## src/design/fpg_pkg.sv

```systemverilog
// Shared constants of the four channel pulse generator
package fpg_pkg;
	// ==========================================================
	// Geometry
	localparam int CHANNELS = 4;
	localparam int CNT_W    = 30;
	localparam int ADDR_W   = 8;
	// ==========================================================
	// Register byte offsets
	localparam logic [7:0] OFS_CTRL   = 8'h00;
	localparam logic [7:0] OFS_STATUS = 8'h04;
	localparam logic [7:0] OFS_CH0    = 8'h10;
	localparam logic [7:0] CH_STRIDE  = 8'h10;
	localparam logic [3:0] OFS_PERIOD = 4'h0;
	localparam logic [3:0] OFS_HIGH   = 4'h4;
	localparam logic [3:0] OFS_COUNT  = 4'h8;
	localparam logic [3:0] OFS_PHASE  = 4'hC;
	// ==========================================================
	// Control and status register fields
	localparam int CTRL_RUN_LSB  = 0;
	localparam int CTRL_MODE_LSB = 4;
	localparam int CTRL_CLKSEL   = 8;
	localparam int CTRL_SYNC     = 9;
	localparam int CTRL_SYNC_RUN = 10;
	localparam int STAT_DONE_LSB = 4;
	// ==========================================================
	// Reset values and shortest period
	localparam logic [31:0]      CTRL_RST   = 32'h0000_0000;
	localparam logic [CNT_W-1:0] PERIOD_RST = 30'h0000_0002;
	localparam logic [CNT_W-1:0] HIGH_RST   = 30'h0000_0001;
	localparam logic [CNT_W-1:0] COUNT_RST  = 30'h0000_0001;
	localparam logic [CNT_W-1:0] MIN_PERIOD = 30'h0000_0002;
	// ==========================================================
	// Source clock ticks from the 250 MHz system clock
	localparam int SYS_KHZ     = 250000;
	localparam int SRC_A_KHZ   = 100000;
	localparam int SRC_B_KHZ   = 148500;
	localparam int ACC_W       = 10;
	localparam int ACC_MOD_I   = 500;
	localparam logic [ACC_W-1:0] ACC_MOD   = ACC_W'(ACC_MOD_I);
	localparam logic [ACC_W-1:0] INC_SRC_A = ACC_W'(SRC_A_KHZ * ACC_MOD_I / SYS_KHZ);
	localparam logic [ACC_W-1:0] INC_SRC_B = ACC_W'(SRC_B_KHZ * ACC_MOD_I / SYS_KHZ);
	// ==========================================================
	// Bus answers
	localparam logic [1:0] RESP_OKAY   = 2'h0;
	localparam logic [1:0] RESP_SLVERR = 2'h2;
endpackage

```

## src/design/fpg_channel.sv

```systemverilog
// One pulse output channel with shadowed period and high count
module fpg_channel (
	input  wire logic                    i_clk,    // System clock
	input  wire logic                    i_nrst,   // Async reset, active low
	input  wire logic                    i_tick,   // Source clock enable
	input  wire logic                    i_run,    // Channel run level
	input  wire logic                    i_mode,   // Pulse count select
	input  wire logic [fpg_pkg::CNT_W-1:0] i_period, // Period in source cycles
	input  wire logic [fpg_pkg::CNT_W-1:0] i_high,   // High cycles per period
	input  wire logic [fpg_pkg::CNT_W-1:0] i_count,  // Periods in count mode
	input  wire logic [fpg_pkg::CNT_W-1:0] i_phase,  // Start offset
	output logic                         o_pwm,    // Pulse output
	output logic                         o_active, // Channel counting
	output logic                         o_done    // Count mode finished
);
	typedef logic [fpg_pkg::CNT_W-1:0] fpg_cnt_t;

	fpg_cnt_t cnt_q, cnt_d, per_q, per_d, high_q, high_d, num_q, num_d, done_cnt_q, done_cnt_d;
	logic     act_q, act_d, done_q, done_d, pwm_q, pwm_d, run_q, mode_q, mode_d;

	// ==========================================================
	// Counter
	always_comb begin
		cnt_d      = cnt_q;
		per_d      = per_q;
		high_d     = high_q;
		num_d      = num_q;
		mode_d     = mode_q;
		done_cnt_d = done_cnt_q;
		act_d      = act_q;
		done_d     = done_q;
		pwm_d      = pwm_q;
		if (!i_run) begin
			act_d  = 1'b0;
			done_d = 1'b0;
			pwm_d  = 1'b0;
		end else if (!run_q) begin
			// Start: capture settings, begin at the phase offset
			act_d      = 1'b1;
			done_d     = 1'b0;
			per_d      = (i_period < fpg_pkg::MIN_PERIOD) ? fpg_pkg::MIN_PERIOD : i_period;
			high_d     = i_high;
			num_d      = i_count;
			mode_d     = i_mode;
			cnt_d      = (i_phase < per_d) ? i_phase : '0;
			done_cnt_d = '0;
		end else if (act_q && i_tick) begin
			pwm_d = (cnt_q < high_q);
			if (cnt_q >= per_q - 30'h0000_0001) begin
				cnt_d      = '0;
				per_d      = (i_period < fpg_pkg::MIN_PERIOD) ? fpg_pkg::MIN_PERIOD : i_period;
				high_d     = i_high;
				done_cnt_d = done_cnt_q + 30'h0000_0001;
				if (mode_q && (done_cnt_q + 30'h0000_0001 >= num_q)) begin
					act_d  = 1'b0;
					done_d = 1'b1;
				end
			end else begin
				cnt_d = cnt_q + 30'h0000_0001;
			end
		end else if (!act_q) begin
			pwm_d = 1'b0;
		end
	end

	always_ff @(posedge i_clk or negedge i_nrst) begin
		if (!i_nrst) begin
			cnt_q      <= '0;
			per_q      <= fpg_pkg::PERIOD_RST;
			high_q     <= fpg_pkg::HIGH_RST;
			num_q      <= fpg_pkg::COUNT_RST;
			mode_q     <= 1'b0;
			done_cnt_q <= '0;
			act_q      <= 1'b0;
			done_q     <= 1'b0;
			pwm_q      <= 1'b0;
			run_q      <= 1'b0;
		end else begin
			cnt_q      <= cnt_d;
			per_q      <= per_d;
			high_q     <= high_d;
			num_q      <= num_d;
			mode_q     <= mode_d;
			done_cnt_q <= done_cnt_d;
			act_q      <= act_d;
			done_q     <= done_d;
			pwm_q      <= pwm_d;
			run_q      <= i_run;
		end
	end

	assign o_pwm    = pwm_q;
	assign o_active = act_q;
	assign o_done   = done_q;
endmodule

```

## src/design/fpg_top.sv

```systemverilog
// Four channel pulse generator with AXI4-Lite register slave
// Operation
// - four independent channels, separate settings and counters
// - source 100 MHz after reset, or 148.5 MHz
// - 30-bit counter, period and high count
// - shortest period two source cycles
// - longest period full 30-bit range
// - mode 0 repeats until stopped
// - mode 1 emits programmed period count
// - sync mode starts all together, offsets
//
// Design decisions made here: the AXI4-Lite slave port and the register offsets.
module fpg_top (
	input  wire logic        I_CLK_SYS,       // 250 MHz system clock
	input  wire logic        I_NRST,          // Async reset, active low
	input  wire logic [7:0]  I_S_AXI_AWADDR,  // Write address
	input  wire logic        I_S_AXI_AWVALID, // Write address valid
	output logic             O_S_AXI_AWREADY, // Write address ready
	input  wire logic [31:0] I_S_AXI_WDATA,   // Write data
	input  wire logic [3:0]  I_S_AXI_WSTRB,   // Write byte enables
	input  wire logic        I_S_AXI_WVALID,  // Write data valid
	output logic             O_S_AXI_WREADY,  // Write data ready
	output logic [1:0]       O_S_AXI_BRESP,   // Write response
	output logic             O_S_AXI_BVALID,  // Write response valid
	input  wire logic        I_S_AXI_BREADY,  // Write response ready
	input  wire logic [7:0]  I_S_AXI_ARADDR,  // Read address
	input  wire logic        I_S_AXI_ARVALID, // Read address valid
	output logic             O_S_AXI_ARREADY, // Read address ready
	output logic [31:0]      O_S_AXI_RDATA,   // Read data
	output logic [1:0]       O_S_AXI_RRESP,   // Read response
	output logic             O_S_AXI_RVALID,  // Read data valid
	input  wire logic        I_S_AXI_RREADY,  // Read data ready
	output logic [3:0]       O_PWM            // Pulse outputs
);
	localparam int NCH = fpg_pkg::CHANNELS;
	typedef logic [fpg_pkg::CNT_W-1:0] fpg_cnt_t;

	// ==========================================================
	// Register state
	logic [31:0] ctrl_q, ctrl_d;
	fpg_cnt_t    per_q [NCH];
	fpg_cnt_t    per_d [NCH];
	fpg_cnt_t    high_q [NCH];
	fpg_cnt_t    high_d [NCH];
	fpg_cnt_t    num_q [NCH];
	fpg_cnt_t    num_d [NCH];
	fpg_cnt_t    ph_q [NCH];
	fpg_cnt_t    ph_d [NCH];
	logic [NCH-1:0] act, done, pwm, run;

	// Bus state
	logic        awrdy_q, awrdy_d, wrdy_q, wrdy_d, bvalid_q, bvalid_d, arrdy_q, arrdy_d;
	logic        rvalid_q, rvalid_d;
	logic [1:0]  bresp_q, bresp_d, rresp_q, rresp_d;
	logic [31:0] rdata_q, rdata_d;
	logic [7:0]  awaddr_q, awaddr_d;
	logic [31:0] wdata_q, wdata_d;
	logic [3:0]  wstrb_q, wstrb_d;
	logic        awhave_q, awhave_d, whave_q, whave_d;

	// Source tick accumulator
	logic [fpg_pkg::ACC_W-1:0] acc_q, acc_d;
	logic                      tick_q, tick_d;

	// ==========================================================
	// Source clock enable
	always_comb begin
		logic [fpg_pkg::ACC_W:0] sum;
		sum = '0;
		sum = {1'b0, acc_q} + {1'b0, ctrl_q[fpg_pkg::CTRL_CLKSEL] ? fpg_pkg::INC_SRC_B
			: fpg_pkg::INC_SRC_A};
		if (sum >= {1'b0, fpg_pkg::ACC_MOD}) begin
			acc_d  = fpg_pkg::ACC_W'(sum - {1'b0, fpg_pkg::ACC_MOD});
			tick_d = 1'b1;
		end else begin
			acc_d  = sum[fpg_pkg::ACC_W-1:0];
			tick_d = 1'b0;
		end
	end

	// ==========================================================
	// Channels
	generate
		for (genvar c = 0; c < NCH; c++) begin : g_ch
			assign run[c] = ctrl_q[fpg_pkg::CTRL_SYNC] ? ctrl_q[fpg_pkg::CTRL_SYNC_RUN]
				: ctrl_q[fpg_pkg::CTRL_RUN_LSB + c];
			fpg_channel u_ch (
				.i_clk    (I_CLK_SYS),
				.i_nrst   (I_NRST),
				.i_tick   (tick_q),
				.i_run    (run[c]),
				.i_mode   (ctrl_q[fpg_pkg::CTRL_MODE_LSB + c]),
				.i_period (per_q[c]),
				.i_high   (high_q[c]),
				.i_count  (num_q[c]),
				.i_phase  (ph_q[c]),
				.o_pwm    (pwm[c]),
				.o_active (act[c]),
				.o_done   (done[c])
			);
		end
	endgenerate

	// ==========================================================
	// Bus slave and register file
	function automatic logic [31:0] merge(input logic [31:0] old, input logic [31:0] nw,
		input logic [3:0] be);
		logic [31:0] r;
		r = old;
		for (int b = 0; b < 4; b++) begin
			if (be[b]) begin
				r[8*b +: 8] = nw[8*b +: 8];
			end
		end
		return r;
	endfunction

	always_comb begin
		int  ch;
		logic hit;
		ch   = 0;
		hit  = 1'b0;
		ctrl_d = ctrl_q;
		per_d  = per_q;
		high_d = high_q;
		num_d  = num_q;
		ph_d   = ph_q;
		awaddr_d = awaddr_q;
		wdata_d  = wdata_q;
		wstrb_d  = wstrb_q;
		awhave_d = awhave_q;
		whave_d  = whave_q;
		bvalid_d = bvalid_q;
		bresp_d  = bresp_q;
		rvalid_d = rvalid_q;
		rresp_d  = rresp_q;
		rdata_d  = rdata_q;
		if (I_S_AXI_AWVALID && awrdy_q) begin
			awaddr_d = I_S_AXI_AWADDR;
			awhave_d = 1'b1;
		end
		if (I_S_AXI_WVALID && wrdy_q) begin
			wdata_d  = I_S_AXI_WDATA;
			wstrb_d  = I_S_AXI_WSTRB;
			whave_d  = 1'b1;
		end
		if (bvalid_q && I_S_AXI_BREADY) begin
			bvalid_d = 1'b0;
		end
		if (awhave_q && whave_q && !bvalid_q) begin
			awhave_d = 1'b0;
			whave_d  = 1'b0;
			bvalid_d = 1'b1;
			bresp_d  = fpg_pkg::RESP_OKAY;
			ch = int'((awaddr_q - fpg_pkg::OFS_CH0) >> 4);
			if (awaddr_q[1:0] != 2'h0) begin
				bresp_d = fpg_pkg::RESP_SLVERR;
			end else if (awaddr_q == fpg_pkg::OFS_CTRL) begin
				ctrl_d = merge(ctrl_q, wdata_q, wstrb_q);
			end else if (awaddr_q == fpg_pkg::OFS_STATUS) begin
				bresp_d = fpg_pkg::RESP_OKAY;
			end else if (awaddr_q >= fpg_pkg::OFS_CH0 && ch < NCH) begin
				unique case (awaddr_q[3:0])
					fpg_pkg::OFS_PERIOD: per_d[ch]  = fpg_cnt_t'(merge(32'(per_q[ch]), wdata_q, wstrb_q));
					fpg_pkg::OFS_HIGH:   high_d[ch] = fpg_cnt_t'(merge(32'(high_q[ch]), wdata_q, wstrb_q));
					fpg_pkg::OFS_COUNT:  num_d[ch]  = fpg_cnt_t'(merge(32'(num_q[ch]), wdata_q, wstrb_q));
					default:             ph_d[ch]   = fpg_cnt_t'(merge(32'(ph_q[ch]), wdata_q, wstrb_q));
				endcase
			end else begin
				bresp_d = fpg_pkg::RESP_SLVERR;
			end
		end
		if (rvalid_q && I_S_AXI_RREADY) begin
			rvalid_d = 1'b0;
		end
		if (I_S_AXI_ARVALID && arrdy_q) begin
			rvalid_d = 1'b1;
			rresp_d  = fpg_pkg::RESP_OKAY;
			rdata_d  = 32'h0000_0000;
			ch = int'((I_S_AXI_ARADDR - fpg_pkg::OFS_CH0) >> 4);
			hit = (I_S_AXI_ARADDR >= fpg_pkg::OFS_CH0) && (ch < NCH);
			if (I_S_AXI_ARADDR[1:0] != 2'h0) begin
				rresp_d = fpg_pkg::RESP_SLVERR;
			end else if (I_S_AXI_ARADDR == fpg_pkg::OFS_CTRL) begin
				rdata_d = ctrl_q;
			end else if (I_S_AXI_ARADDR == fpg_pkg::OFS_STATUS) begin
				rdata_d = {24'h00_0000, done, act};
			end else if (hit) begin
				unique case (I_S_AXI_ARADDR[3:0])
					fpg_pkg::OFS_PERIOD: rdata_d = {2'h0, per_q[ch]};
					fpg_pkg::OFS_HIGH:   rdata_d = {2'h0, high_q[ch]};
					fpg_pkg::OFS_COUNT:  rdata_d = {2'h0, num_q[ch]};
					default:             rdata_d = {2'h0, ph_q[ch]};
				endcase
			end else begin
				rresp_d = fpg_pkg::RESP_SLVERR;
			end
		end
		awrdy_d = !awhave_d;
		wrdy_d  = !whave_d;
		arrdy_d = !rvalid_d;
	end

	always_ff @(posedge I_CLK_SYS or negedge I_NRST) begin
		if (!I_NRST) begin
			ctrl_q   <= fpg_pkg::CTRL_RST;
			for (int c = 0; c < NCH; c++) begin
				per_q[c]  <= fpg_pkg::PERIOD_RST;
				high_q[c] <= fpg_pkg::HIGH_RST;
				num_q[c]  <= fpg_pkg::COUNT_RST;
				ph_q[c]   <= '0;
			end
			awaddr_q <= 8'h00;
			wdata_q  <= 32'h0000_0000;
			wstrb_q  <= 4'h0;
			awhave_q <= 1'b0;
			whave_q  <= 1'b0;
			awrdy_q  <= 1'b0;
			wrdy_q   <= 1'b0;
			arrdy_q  <= 1'b0;
			bvalid_q <= 1'b0;
			bresp_q  <= 2'h0;
			rvalid_q <= 1'b0;
			rresp_q  <= 2'h0;
			rdata_q  <= 32'h0000_0000;
			acc_q    <= '0;
			tick_q   <= 1'b0;
		end else begin
			ctrl_q   <= ctrl_d;
			per_q    <= per_d;
			high_q   <= high_d;
			num_q    <= num_d;
			ph_q     <= ph_d;
			awaddr_q <= awaddr_d;
			wdata_q  <= wdata_d;
			wstrb_q  <= wstrb_d;
			awhave_q <= awhave_d;
			whave_q  <= whave_d;
			awrdy_q  <= awrdy_d;
			wrdy_q   <= wrdy_d;
			arrdy_q  <= arrdy_d;
			bvalid_q <= bvalid_d;
			bresp_q  <= bresp_d;
			rvalid_q <= rvalid_d;
			rresp_q  <= rresp_d;
			rdata_q  <= rdata_d;
			acc_q    <= acc_d;
			tick_q   <= tick_d;
		end
	end

	assign O_S_AXI_AWREADY = awrdy_q;
	assign O_S_AXI_WREADY  = wrdy_q;
	assign O_S_AXI_BVALID  = bvalid_q;
	assign O_S_AXI_BRESP   = bresp_q;
	assign O_S_AXI_ARREADY = arrdy_q;
	assign O_S_AXI_RVALID  = rvalid_q;
	assign O_S_AXI_RRESP   = rresp_q;
	assign O_S_AXI_RDATA   = rdata_q;
	assign O_PWM           = pwm;
endmodule

```

## config.mk

```make
export PLATFORM = sky130hd
export DESIGN_NAME = fpg_top
export DESIGN_NICKNAME = d
export VERILOG_FILES = /design/src/design/fpg_pkg.sv /design/src/design/fpg_channel.sv /design/src/design/fpg_top.sv
export SDC_FILE = /design/constraint.sdc
export NUM_CORES = 2
export LEC_CHECK = 0
export ABC_AREA = 1
export BUFFER_PORTS_ARGS = -buffer_cell sky130_fd_sc_hd__buf_4
export CELL_PAD_IN_SITES_DETAIL_PLACEMENT = 1
export CELL_PAD_IN_SITES_GLOBAL_PLACEMENT = 2
export CORE_MARGIN = 1
export CORE_UTILIZATION = 41
export CTS_CLUSTER_SIZE = 25
export DETAILED_ROUTE_END_ITERATION = 12
export MAX_ROUTING_LAYER = met4
export PLACE_DENSITY = 0.92
export SLEW_MARGIN = 40
export SYNTH_ARGS = -nofsm -noshare
export SYNTH_HDL_FRONTEND = slang
export SYNTH_HIERARCHICAL = 1
export SYNTH_SLANG_ARGS = --single-unit
```

## constraint.sdc

```tcl
create_clock -name I_CLK_SYS -period 7.3 [get_ports I_CLK_SYS]
set_input_delay 1.46 -clock I_CLK_SYS [delete_from_list [all_inputs] [get_ports I_CLK_SYS]]
set_output_delay 1.46 -clock I_CLK_SYS [all_outputs]
set_load 0.02 [all_outputs]
```

==> impl_metrics.csv <==
group,metric,value,unit
critical_path,cp_slowest_cell,"clkinv_2",
timing,report.final.slew_viol_count,0,
critical_path,crit_fanout,61,
synthesis,yosysWarnings,6,
cells_and_area,fin_area,0.08622,mm²
cells_and_area,final_cell_count_no_fill,13090,
critical_path,crit_arrival,6.12,ns
power,leakage,40.69,nW
critical_path,endpoint_kind,"flop",
synthesis,synth_top_area_share,0.3896,
power,cellPowerDensity,409.9,mW/mm²
critical_path,r2r_cells,23,
min_path,hp-class,"reg -> reg",
timing,fin_crit,5.425,ns
route,antenna_left,0,
global_route,antenna_found_initial,40,
cts,numClockSinks,1228,
timing,worstMarginPinSlew,0.9303,ns
critical_path,cpPeakStageDelay,0.73,ns
route,remaining_drc_errors,0,
cts,clk_pin_slew,0.06,ns
power,max-vdd-ir-drop,0.4051,mV
min_path,hold_depth,2,
route,finalWirelength,366700,µm
floorplanning,ios,104,
cts,post_cts_buffers,0,
cts,postCtsHoldBufs,0,
critical_path,worst_path_most_repeated_cell,"nand2_2",
global_route,grt_pass1_vias,76790,
placement,gp_congestion,1.065,
synthesis,synth_area_leader_cell,"dfrtp_1",
placement,placed_area,0.08079,mm²
synthesis,synth_cell_types,62,
power,total_power,35.34,mW
cells_and_area,area_growth,11.49,%
job,maxCapViolations,0,
timing,setup_violations,0,
placement,portBuffers,101,
synthesis,synth_cells,10500,
synthesis,avgSynthCellArea,7.367,µm²
cells_and_area,fill_cells,23280,
cts,clockBufferDepth,3,
floorplanning,dieArea,0.1904,mm²
timing,max_slew_margin,0.3769,
timing,grt_setup_unrepaired,"false",
cts,cts_buffers,151,
global_route,track_usage,0.3917,
cells_and_area,multi_input_area,0.04030,mm²
critical_path,path_class,"reg -> reg",
timing,fin_tns_setup,0,ns
cts,clock_tree.root_cell,"clkbuf_16",
route,firstDrtPassIters,6,
critical_path,worstPathCellList,"inv_1 > ha_1 > nand2_2 > nor3_4 > nand4_4 > nor3_4 > nand2_2 > nor2_4 > nand2_2 > nor2_4 > nand3_1 > xor2_1 > ha_1 > nand2_1 > nor2_1 > nand2_1 > o211ai_1 > a21oi_1 > nand4_1 > nand2_4 > clkinv_2 > nand2_2 > o21ai_0",
run_status,status,"complete, no violations",
floorplanning,rows,159,
synthesis,synth_area,0.07733,mm²
route,avgRoutedWirePerCell,28.02,µm
global_route,grt_pass1_wl,533900,µm
global_route,overflow,0,
synthesis,ys_seq_area_frac,0.3978,
floorplanning,core_area,0.1876,mm²
timing,fin_crit_sh,0.7432,
placement,dp_cells,12770,
timing,fmax,184.3,MHz
timing,final.setup_skew,0.03761,ns
cts,cts_tree,"done",
placement,post-dp-hpwl,280300,µm
floorplanning,die_h,436.3,µm
floorplanning,initial_core_util,0.4122,
route,drt_iter0_markers,8957,
cts,post_cts_resized,0,
cts,cts_max_level,4,
cells_and_area,drive_gt1_frac,0.07273,
critical_path,worst_ep_required_time,7.99,ns
synthesis,yosys_register_bits,1228,
synthesis,synthTopCellsByArea,"dfrtp_1, nand2_1, o21ai_0",
cells_and_area,final-seq-area,0.03076,mm²
critical_path,critPathLaunchType,"flop",
floorplanning,die_w,436.3,µm
global_route,grt_max_degree,178,
synthesis,synth_edf_count,0,
route,via_per_inst,5.923,
synthesis,synth_top_flop_cell,"dfrtp_1",
cells_and_area,nets,10990,
timing,hold_viol,0,
synthesis,synthArstFlopShare,1.000,
cts,clkLatencyLatePin,0.84,ns
route,num_vias,77510,
synth_stat cells (8+ instances only):
library cell	count
nand2_2	31
nand2_1	2850
nor3_2	23
xnor2_1	47
nor3_1	103
nor3_4	9
nand3b_1	117
o21ai_0	1345
nor2_1	598
buf_2	87
a31oi_1	18
nor2_4	22
o21a_1	13
nand3_1	497
buf_1	34
o211ai_1	52
or2_2	12
nand4_1	153
xor2_1	199
o21ai_1	79
clkbuf_1	340
dfstp_2	24
o221ai_1	8
ha_1	497
nor2_2	20
nand3_2	21
inv_2	14
inv_1	1170
a21oi_1	680
a211oi_1	21
buf_4	15
o22ai_1	42
dfrtp_1	1204
nor4_1	90
sequential cells by signal, summed over array words and instances (netlist names), 4 cells and up:
| name | count |
|---|---|
| ph_q | 120 |
| g_ch.u_ch/o_pwm | 4 |
| high_q | 120 |
| g_ch.u_ch/num_q | 120 |
| per_q | 120 |
| wdata_q | 32 |
| g_ch.u_ch/mode_q | 4 |
| O_S_AXI_RDATA | 32 |
| g_ch.u_ch/cnt_q | 120 |
| g_ch.u_ch/run_q | 4 |
| acc_q | 10 |
| g_ch.u_ch/o_done | 4 |
| num_q | 120 |
| g_ch.u_ch/done_cnt_q | 120 |
| ctrl_q | 32 |
| g_ch.u_ch/o_active | 4 |
| g_ch.u_ch/per_q | 120 |
| awaddr_q | 8 |
| wstrb_q | 4 |
| g_ch.u_ch/high_q | 120 |
report_power, final:
group | leakage, nW | switching [mW] | internal (mW) | total (mW)
clock network | 2.56 | 3.35 | 4.70 | 8.05
registers | 16.8 | 2.21 | 7.89 | 10.1
logic | 21.3 | 12.2 | 5.01 | 17.2
worst max-delay path, delay by kind of cell, from the launching register on:
kind	cells	cell delay (ns)
adder cells (fa/ha/maj)	2	0.52
buffers and inverters	2	0.90
flip-flops	1	0.36
AND/OR/NAND/NOR	15	2.87
XOR/XNOR	1	0.16
AO/OA/AOI/OAI	3	0.41
metrics by stage:
stage,utilization,hold slack (ns),setup WS [ns]
5_1_grt,0.4595,0.4921,1.367
4_1_cts,0.4585,0.4758,1.911
3_5_place_dp,0.4306,0.4680,1.771
3_3_place_gp,0.4297,0.4562,1.801
6_report,0.4596,0.4733,1.875
2_1_floorplan,-,0.4419,3.423
cell usage in the layout (no fill, tap or decap), drive strengths merged, types with 6 or more instances in the layout:
master / synthesis / routed
a211oi: 21 / 21
a21oi: 683 / 683
a31oi: 18 / 18
buf: 140 / 261
bufinv: 0 / 13
clkbuf: 340 / 206
clkinv: 3 / 39
clkinvlp: 0 / 13
dfrtp: 1204 / 1204
dfstp: 24 / 24
diode: 0 / 31
ha: 497 / 497
inv: 1184 / 1197
nand2: 2881 / 2881
nand3: 518 / 518
nand3b: 119 / 119
nand4: 158 / 158
nor2: 641 / 641
nor3: 135 / 135
nor3b: 6 / 6
nor4: 98 / 98
o211ai: 52 / 52
o21a: 13 / 13
o21ai: 1424 / 1424
o221ai: 8 / 8
o22ai: 42 / 42
or2: 14 / 14
xnor2: 48 / 48
xor2: 199 / 199
cells by family (layout without fill, tap and decap cells):
logic type | after synthesis | after routing | synth area share
AND/OR/NAND/NOR | 4579 | 4579 | 0.2578
AO/OA/AOI/OAI | 2278 | 2278 | 0.1525
buffers and inverters | 1667 | 1729 | 0.08344
flip-flops | 1228 | 1228 | 0.3978
adder cells (fa/ha/maj) | 497 | 497 | 0.08041
XOR/XNOR | 247 | 247 | 0.02807
other | 1 | 33 | 0.00004849
metal layers:
| metal | global-route usage | vias to the layer above | wire (µm) |
|---|---|---|---|
| li1 | - | 34410 | - |
| met1 | 0.5250 | 38930 | 156000 |
| met2 | 0.5385 | 3348 | 149600 |
| met3 | 0.08591 | 822 | 35580 |
| met4 | 0.2317 | 0 | 25570 |
| met5 | - | - | 0 |
layout make-up:
type / instances / area share
antenna: 31 / 0.0008997
clock buffer: 206 / 0.05094
clock inverter: 75 / 0.009592
inverter: 1187 / 0.05192
multi-input combinational: 7603 / 0.4674
sequential: 1228 / 0.3568
tap: 2495 / 0.03621
timing repair buffer: 261 / 0.02621
worst paths after layout:
path                                              startpoint                                       to  slack (ns)
max reg2reg                g_ch[0].u_ch/per_q[0]$_DFFE_PN0P_  g_ch[0].u_ch/done_cnt_q[24]$_DFFE_PN0P_        1.87
min in group asynchronous                             I_NRST  g_ch[1].u_ch/done_cnt_q[27]$_DFFE_PN0P_        0.58
max in group asynchronous                             I_NRST       g_ch[2].u_ch/num_q[10]$_DFFE_PN0P_        4.93
min reg2reg                g_ch[2].u_ch/num_q[0]$_DFFE_PN1P_        g_ch[2].u_ch/num_q[0]$_DFFE_PN1P_        0.47
min                        g_ch[2].u_ch/num_q[0]$_DFFE_PN1P_        g_ch[2].u_ch/num_q[0]$_DFFE_PN1P_        0.47
max                        g_ch[0].u_ch/per_q[0]$_DFFE_PN0P_  g_ch[0].u_ch/done_cnt_q[24]$_DFFE_PN0P_        1.87
No activity file was read; power rests on OpenSTA's default activity.
